**src/rtl/spfg_cfg.svh**
```systemverilog
// constants for the self-program flash guard
`ifndef SPFG_CFG_SVH
`define SPFG_CFG_SVH
`define SPFG_ADDR_W       13
`define SPFG_NO_READ_WHILE_WRITE_REGION_START   13'h1c00
`define SPFG_BOOT_W_4     13'h1f80
`define SPFG_BOOT_W_3     13'h1f00
`define SPFG_BOOT_W_2     13'h1e00
`define SPFG_BOOT_W_1     13'h1c00
`define SPFG_LOCK_RST     4'h3
`endif

```
**src/rtl/spfg_pkg.sv**
```systemverilog
// types for the self-program flash guard
`include "spfg_cfg.svh"
package spfg_pkg;
    typedef logic [`SPFG_ADDR_W-1:0] spfg_addr_t;
    typedef struct packed {
        logic       store;
        logic       load;
        logic       page_op;
        logic       page_load;
        logic       reenable;
        logic       lock_set;
        logic [3:0] lock_data;
        spfg_addr_t target;
        spfg_addr_t exec;
    } spfg_req_t;
    typedef enum logic [1:0] {SPFG_IDLE, SPFG_RWW_BUSY, SPFG_NO_READ_WHILE_WRITE_REGION_BUSY}
        spfg_state_t;
endpackage

```
**src/rtl/spfg_guard.sv**
```systemverilog
// access guard and read-while-write control for self-programmed flash
`timescale 1ns/10ps
`include "spfg_cfg.svh"

////////////////////////////////////////////////////////////////////////////
// Operation
// - stores from application part are ignored
// - boot-part stores may target any address
// - classify address as rww or no_read_while_write_region region
// - rww programming keeps cpu running, no_read_while_write_region readable
// - no_read_while_write_region programming stalls cpu, no reads
// - busy flag high while rww region blocked
// - boot part always inside no_read_while_write_region region
// - lock bits set back to 1 only by chip erase, or by reset to 4'h3
// - general write lock ignored for stores
// - general read/write lock ignored for loads
// - both lock bits high means no restriction
// - app write lock blocks stores into app
// - app read lock blocks boot loads of app
// - app read lock masks irq in app when vectors in boot
// - boot write lock blocks stores into boot
// - boot read lock blocks app loads of boot
// - boot read lock masks irq in boot when vectors in app
// - rww page operation sets busy flag
// - reenable or page load clears busy
module spfg_guard
    import spfg_pkg::*;
(
    input  wire logic        clk,
    input  wire logic        rstn,
    input  wire spfg_req_t   req,
    input  wire logic        op_done,
    input  wire logic [1:0]  boot_size_fuses,
    input  wire logic        chip_erase,
    input  wire logic        ivec_in_boot,
    input  wire logic        gen_lock_w,
    input  wire logic        gen_lock_rw,
    output logic             store_grant,
    output logic             load_grant,
    output logic             cpu_stall,
    output logic             rww_busy_flag,
    output logic             irq_mask,
    output logic [3:0]       lock_bits
);

    ////////////////////////////////////////////////////////////////////////
    // decode of regions
    spfg_addr_t  boot_start;
    logic        tgt_boot;
    logic        exe_boot;
    logic        tgt_rww;
    logic        exe_rww;
    logic        app_wl;
    logic        app_rl;
    logic        boot_wl;
    logic        boot_rl;
    logic        st_ok;
    logic        ld_ok;
    logic        start_op;
    logic        rww_read;
    logic        lock_wr;
    logic        gen_unused;
    spfg_state_t state_q;
    spfg_state_t state_d;
    logic [3:0]  lock_q;
    logic        busy_q;
    logic        busy_d;

    // every boot size ends at the top and starts at or above the no_read_while_write_region start: rule holds
    assign boot_start = (boot_size_fuses == 2'h3) ? `SPFG_BOOT_W_4 :
                        (boot_size_fuses == 2'h2) ? `SPFG_BOOT_W_3 :
                        (boot_size_fuses == 2'h1) ? `SPFG_BOOT_W_2 :
                                                    `SPFG_BOOT_W_1;
    assign tgt_boot = (req.target >= boot_start);
    assign exe_boot = (req.exec >= boot_start);
    assign tgt_rww  = (req.target < `SPFG_NO_READ_WHILE_WRITE_REGION_START);
    assign exe_rww  = (req.exec < `SPFG_NO_READ_WHILE_WRITE_REGION_START);
    // lock bit order: {boot_read, boot_write, app_read, app_write}
    assign app_wl  = ~lock_q[0];
    assign app_rl  = ~lock_q[1];
    assign boot_wl = ~lock_q[2];
    assign boot_rl = ~lock_q[3];
    // general lock inputs are deliberately not looked at
    assign gen_unused = gen_lock_w | gen_lock_rw;

    ////////////////////////////////////////////////////////////////////////
    // access checks
    assign st_ok = req.store & exe_boot & (state_q == SPFG_IDLE) &
                   ~(tgt_boot ? boot_wl : app_wl);
    // a load reads rww while busy is an illegal read and is refused
    assign rww_read = tgt_rww & busy_q;
    assign ld_ok = req.load & (state_q != SPFG_NO_READ_WHILE_WRITE_REGION_BUSY) & ~rww_read &
                   ~(exe_boot & ~tgt_boot & app_rl) &
                   ~(~exe_boot & tgt_boot & boot_rl);
    assign start_op = st_ok & req.page_op;
    assign lock_wr  = st_ok & req.lock_set;

    ////////////////////////////////////////////////////////////////////////
    // programming state machine
    always_comb
    begin
        state_d = state_q;
        case (state_q)
            SPFG_IDLE:
            begin
                if (start_op)
                    state_d = tgt_rww ? SPFG_RWW_BUSY
                                      : SPFG_NO_READ_WHILE_WRITE_REGION_BUSY;
            end
            SPFG_RWW_BUSY:  if (op_done) state_d = SPFG_IDLE;
            SPFG_NO_READ_WHILE_WRITE_REGION_BUSY: if (op_done) state_d = SPFG_IDLE;
            default:        state_d = SPFG_IDLE;
        endcase
    end

    // busy: a new rww start wins over a clear in the same cycle
    assign busy_d = (start_op & tgt_rww) ? 1'b1 :
                    ((st_ok & req.page_load) |
                     (st_ok & req.reenable & (state_q == SPFG_IDLE)))
                        ? 1'b0 : busy_q;

    always_ff @(posedge clk)
    begin
        if (!rstn)
        begin
            state_q <= SPFG_IDLE;
            busy_q  <= 1'b0;
        end
        else
        begin
            state_q <= state_d;
            busy_q  <= busy_d;
        end
    end

    ////////////////////////////////////////////////////////////////////////
    // lock bits: software may only program (clear) bits, erase restores
    always_ff @(posedge clk)
    begin
        if (!rstn)
            lock_q <= `SPFG_LOCK_RST;
        else if (chip_erase)
            lock_q <= 4'hf;
        else if (lock_wr)
            lock_q <= lock_q & req.lock_data;
    end

    ////////////////////////////////////////////////////////////////////////
    // registered outputs
    always_ff @(posedge clk)
    begin
        if (!rstn)
        begin
            store_grant   <= 1'b0;
            load_grant    <= 1'b0;
            cpu_stall     <= 1'b0;
            rww_busy_flag <= 1'b0;
            irq_mask      <= 1'b0;
            lock_bits     <= 4'hf;
        end
        else
        begin
            store_grant   <= st_ok;
            load_grant    <= ld_ok & ~gen_unused | ld_ok;
            cpu_stall     <= (state_d == SPFG_NO_READ_WHILE_WRITE_REGION_BUSY);
            rww_busy_flag <= busy_d;
            irq_mask      <= (ivec_in_boot & app_rl & ~exe_boot) |
                             (~ivec_in_boot & boot_rl & exe_boot);
            lock_bits     <= lock_q;
        end
    end
endmodule

```
**config.mk**
```make
export PLATFORM = sky130hd
export DESIGN_NAME = spfg_guard
export DESIGN_NICKNAME = d
export VERILOG_FILES = /design/src/rtl/spfg_pkg.sv /design/src/rtl/spfg_guard.sv
export VERILOG_INCLUDE_DIRS = /design/src /design/src/rtl
export SDC_FILE = /design/constraint.sdc
export NUM_CORES = 1
export LEC_CHECK = 0
export ABC_AREA = 1
export BUFFER_PORTS_ARGS = -buffer_cell sky130_fd_sc_hd__buf_2
export CAP_MARGIN = 40
export CORE_MARGIN = 3
export CORE_UTILIZATION = 40
export CTS_CLUSTER_SIZE = 25
export DETAILED_ROUTE_END_ITERATION = 10
export PLACE_DENSITY_LB_ADDON = 0.3
export SYNTH_ARGS = -nofsm -noshare
export SYNTH_HDL_FRONTEND = slang
export SYNTH_SLANG_ARGS = --single-unit
```
**constraint.sdc**
```tcl
create_clock -name clk -period 5.3 [get_ports clk]
set_clock_uncertainty 0.1 [all_clocks]
set_input_delay 1.06 -clock clk [delete_from_list [all_inputs] [get_ports clk]]
set_output_delay 1.06 -clock clk [all_outputs]
set_load 0.02 [all_outputs]
```
### Word level (Yosys, flattened, before mapping)

Cells that the tools add are included.
W data, S select, Z words.

| cells by class | value |
|---|---|
| bitwise gates (word level) | 41 |
| multiplexer cells | 12 |
| order comparisons | 3 |
| eq/ne operators | 7 |
| reductions and logical operators | 5 |

Operators by type and width:

| operator | number |
|---|---|
| $mux W10 | 3 |
| $ge A13 B13 Y1 | 2 |
| $and A1 B1 Y1 | 23 |
| $lt A13 B13 Y1 const B | 1 |
| $not A1 Y1 | 13 |
| $eq A2 B2 Y1 const B | 4 |
| $mux W4 | 2 |
| $mux W2 | 3 |
| $and A4 B4 Y4 | 1 |
| $eq A2 B1 Y1 const B | 2 |
| $or A1 B1 Y1 | 4 |
| $pmux W2 S2 | 1 |
| $reduce_bool A2 Y1 | 2 |
| $reduce_or A2 Y1 | 2 |
| $mux W1 | 3 |
| $logic_not A2 Y1 | 1 |
| $ne A2 B2 Y1 const B | 1 |

| storage, ports and cells | value |
|---|---|
| register bits after elaboration | 15 |
| logic and storage cells | 77 |
| bits of input ports | 45 |
| output and inout bits | 9 |

### Longest topological paths before layout

| depth | value |
|---|---|
| depth after elaboration | 13 |
| mapped depth | 16 |
| mapped depth without buffers | 16 |

### Least setup slack after synthesis

No wires, ideal clock.

| timing path | value |
|---|---|
| path kind | input port to flip-flop |
| start | input port boot_size_fuses[0] |
| end | register state_q[1] |
| data required time | 5.088 ns |
| path slack | 2.770 ns |
| data arrival time | 2.317 ns |
| setup time | 0.112 ns |
| buffers on the path | 0 |
| cell stages on the path | 14 |
| cell sequence | nor2_1 -> ha_1 -> nand2_1 -> nor2_1 -> a21oi_2 -> nand2_2 -> nand2_2 -> nand2_4 -> nor2_4 -> nand3_2 -> nand3_1 -> nand2_1 -> nand2_1 -> inv_1 |

| on the way | value |
|---|---|
| word-level cells in the longest chain between the ends | 11 |
| elaborated cells on any way between the ends | 16 |
| those cells by class | 2 x order compare; 3 x eq/ne; 6 x mux; 5 x bitwise |

Ends and longest elaborated chain:

| item | line | source |
|---|---|---|
| start, declared | spfg_guard.sv:33 | `input wire logic [1:0] boot_size_fuses,` |
| $eq A2 B1 Y1 | spfg_guard.sv:72 | `` (boot_size_fuses == 2'h1) ? `SPFG_BOOT_W_2 : `` |
| $mux W10 (no line) (2 in a row) | -- |  |
| $mux W10 (no line) * | -- |  |
| $ge A13 B13 Y1 (on tied branches) | spfg_guard.sv:75, spfg_guard.sv:74 |  |
| $and A1 B1 Y1 or $mux W1 (tied branches) | spfg_guard.sv:88, spfg_guard.sv:89 |  |
| $and A1 B1 Y1 or $not A1 Y1 (tied branches) | spfg_guard.sv:88, spfg_guard.sv:89 |  |
| $and A1 B1 Y1 * | spfg_guard.sv:88 | `assign st_ok = req.store & exe_boot & (state_q == SPFG_IDLE) &` |
| $and A1 B1 Y1 * | spfg_guard.sv:95 | `assign start_op = st_ok & req.page_op;` |
| $mux W2 * | spfg_guard.sv:106 | `if (start_op)` |
| $pmux W2 S2 * | spfg_guard.sv:103 | `case (state_q)` |
| end signal, assigned | spfg_guard.sv:131 | `state_q <= state_d;` |
| end, declared | spfg_guard.sv:63 | `spfg_state_t state_q;` |

Mark *: on every way between the ends. The rest lies on a longest branch, timed or not.
A chain may end at the register's enable or synchronous reset.

### Final worst setup path

Ends and elaborated chain as after synthesis.

==> metrics.cfg <==
[grt]
grt_pass1_vias = 884
overflow = 0
grtUsageTotal_pct = 15.2
antenna_found_initial = 0
grt_pass1_wl_mm = 3.23
grt_max_degree = 10

[floorplanning]
die_area_um2 = 2960
die_x_um = 54.4
ios = 54
core-area_um2 = 2080
rows = 16
start_util_pct = 45.0
dieHeight_um = 54.4

[worst_hold_path]
hold_path_class = flop to flop
holdPathEnd = lock_q[0]
hold_start = lock_q[0]
hold_path_depth = 2

[power_and_ir_drop]
switching_share_pct = 26.8
p_leak_nw = 0.714
pwr-share-comb_pct = 20.2
p_seq_share_pct = 51.8
powerDensity_nw_per_um2 = 181
switchingPower_mw = 0.0606
p_int_mw = 0.166
irDropWorstVdd_mv = 0.170
power_mw = 0.227
clkPwrFrac_pct = 27.9

[place]
place_congestion = 0.775
hpwl_mm = 1.82
place_area_um2 = 1230
port_buffers = 51

[cts]
numCtsBuffers = 3
clock_sink_count = 15
cts_root_buf = clkbuf_4
htreeDepth = 1
clk_pin_slew_ns = 0.08
cts_tree = yes
hold_buffers = 0
cts_resized = 0
post_cts_buffers = 0
clock_latency_ns = 0.29
cts_buffer_depth = 2

[worst_setup_path]
arrival_ns = 2.63
setup.worst_path.start = boot_size_fuses[0]
crit_top_cell = nand2_1
critPathSlowestCell = ha_1
worstReg2RegStart = state_q[0]
crit_required_ns = 5.39
critPathKind = primary input to flop
crit_family = simple AND/OR/NAND/NOR gates
crit_path_max_incr_delay_ns = 0.26
regToRegEndpoint = state_q[1]
r2r_cells = 9
cp_max_fo = 3
reg2reg_setup_slack_ns = 3.77
cp-end-kind = flop
cp.buffers_inverters = 3
startpoint_type = primary input
worstPathCellList = buf_2 -> nor2_1 -> ha_1 -> nand2_1 -> inv_1 -> nand2_1 -> nor2_1 -> nand2_1 -> nand2_2 -> nand2_2 -> nand2_4 -> nor2_4 -> nand3_2 -> nand3_1 -> nand2_1 -> nand2_1 -> inv_1

[detailed_routing]
vias = 977
drtAntennaViolNets = 0
drtIter0Drc = 14
first_pass_iters = 4
wl_per_cell_um = 9.54
drc = 0
routed_wl_mm = 2.07
via_per_inst = 4.50

[sta]
period_share_pct = 48.0
fin_crit_ns = 2.55
worst_pin_slew_ns = 0.243
rsz0062_at_grt = no
max_slew_margin_pct = 83.8
fmax_mhz = 393
hold_viol_final = 0
setup_tns_ns = 0
setup_viol = 0
slew_violations = 0

[synthesis]
synth_area_per_cell_um2 = 6.94
synth_warnings = 0
ys_seq_elements = 15
synth-adder-area-share_pct = 12.0
yosys.area_share.simple_pct = 36.4
synth_compound_area_share_pct = 10.3
syn_inst = 135
synthMuxAreaShare_pct = 0
yosysSeqAreaShare_pct = 32.0
synthXorXnorAreaFrac_pct = 0
syn-num-nets = 189
synth_area_um2 = 937
synth_top_family_by_area = simple AND/OR/NAND/NOR gates
synth.distinct_cells = 24

[cells_and_area]
fillCellCount = 227
finalNetCount = 245
drive_above_1_share_pct = 36.8
syn2layout_area_growth_pct = 33.8
n_antenna_cell = 0
fin_area_um2 = 1250

[status]
outcome = finished clean

[run]
max_cap_viol_count = 0

cell usage in the layout (no fill, tap or decap), types with 2 or more instances in the layout:
cell and count:
a21oi_1 4, a21oi_2 2, buf_2 51, clkbuf_4 3, dfxtp_1 15, ha_1 9
inv_1 22, nand2_1 33, nand2_2 3, nand2_4 2, nand3_1 4, nand3_2 3
nor2_1 19, nor2_2 2, o21ai_0 5, o21ai_1 2
routing by layer:
| metal | part of all wire, % | wire [µm] | global-route usage (%) |
|---|---|---|---|
| met5 | 0 | 0 | 0 |
| met1 | 40 | 831 | 16.2 |
| met2 | 51 | 1060 | 26.9 |
| met4 | 1.0 | 21 | 6.22 |
| met3 | 7.5 | 156 | 5.45 |
cell usage after synthesis:
cell type	instances	area share (%)
a21boi_1	1	0.80
a21oi_1	4	2.1
a21oi_2	2	1.9
a221oi_1	1	0.93
dfxtp_1	15	32
ha_1	9	12
inv_1	22	8.8
inv_2	1	0.40
nand2_1	33	13
nand2_2	3	2.0
nand2_4	2	2.4
nand3_1	4	2.1
nand3_2	3	3.2
nand3b_1	1	0.80
nand4_1	1	0.67
nor2_1	19	7.6
nor2_2	2	1.3
nor2_4	1	1.2
nor3_1	1	0.53
o21ai_0	5	2.7
o21ai_1	2	1.1
o21bai_1	1	0.80
or2_0	1	0.67
or2_2	1	0.67
tightest hold or removal path: stages (launching register included):
cell	delay [ns]
dfxtp_1	0.32
o21ai_0	0.06
nand2_1	0.05
through the flow:
step                      utilization [%]  std cells  hold WS [ns]  setup slack (ns)
after detailed placement             58.9        213         0.352              2.44
after global placement               58.9        213         0.352              2.49
after CTS                            60.2        217         0.364              2.75
final                                60.2        217         0.365              2.75
after global routing                 60.2        217         0.385              2.56
after floorplan                         -        135         0.320              2.77
layout make-up:
class                      count  area (µm²)  share of cell area [%]
inverter                      23        86.3                    6.89
multi-input combinational     97         551                    43.9
sequential                    15         300                    24.0
clock inverter                 1        5.00                   0.399
tap                           27        33.8                    2.69
clock buffer                   3        22.5                    1.80
timing repair buffer          51         255                    20.4
cell families after synthesis:
logic type / count (synthesis)
buffers and inverters: 23
AND/OR/NAND/NOR: 72
adder cells (fa/ha/maj): 9
AO/OA/AOI/OAI: 16
flip-flops: 15
registers in the layout, indices dropped and copies added, names as in the netlist:
name,cells
cpu_stall,1
irq_mask,1
load_grant,1
lock_bits,4
lock_q,4
rww_busy_flag,1
state_q,2
store_grant,1
power by group through the flow:
stage / combinational, mW / sequential (mW) / clock (mW)
after global routing: 0.0530 / 0.118 / 0.0733
after CTS: 0.0466 / 0.117 / 0.0665
after global placement: 0.0445 / 0.120 / 0
final: 0.0459 / 0.117 / 0.0633
after floorplan: 0.0212 / 0.123 / 0
after detailed placement: 0.0464 / 0.120 / 0
worst max path at each step:
| stage | cells past startpoint | slack, ns | endpoint |
|---|---|---|---|
| detailed placement | 17 | 2.44 | state_q[1] |
| finish | 17 | 2.75 | state_q[1] |
| CTS | 17 | 2.75 | state_q[1] |
| floorplan | 14 | 2.77 | state_q[1] |
| global route | 17 | 2.56 | state_q[1] |
| global placement | 15 | 2.49 | state_q[1] |
No activity file was read; power rests on OpenSTA's default activity.
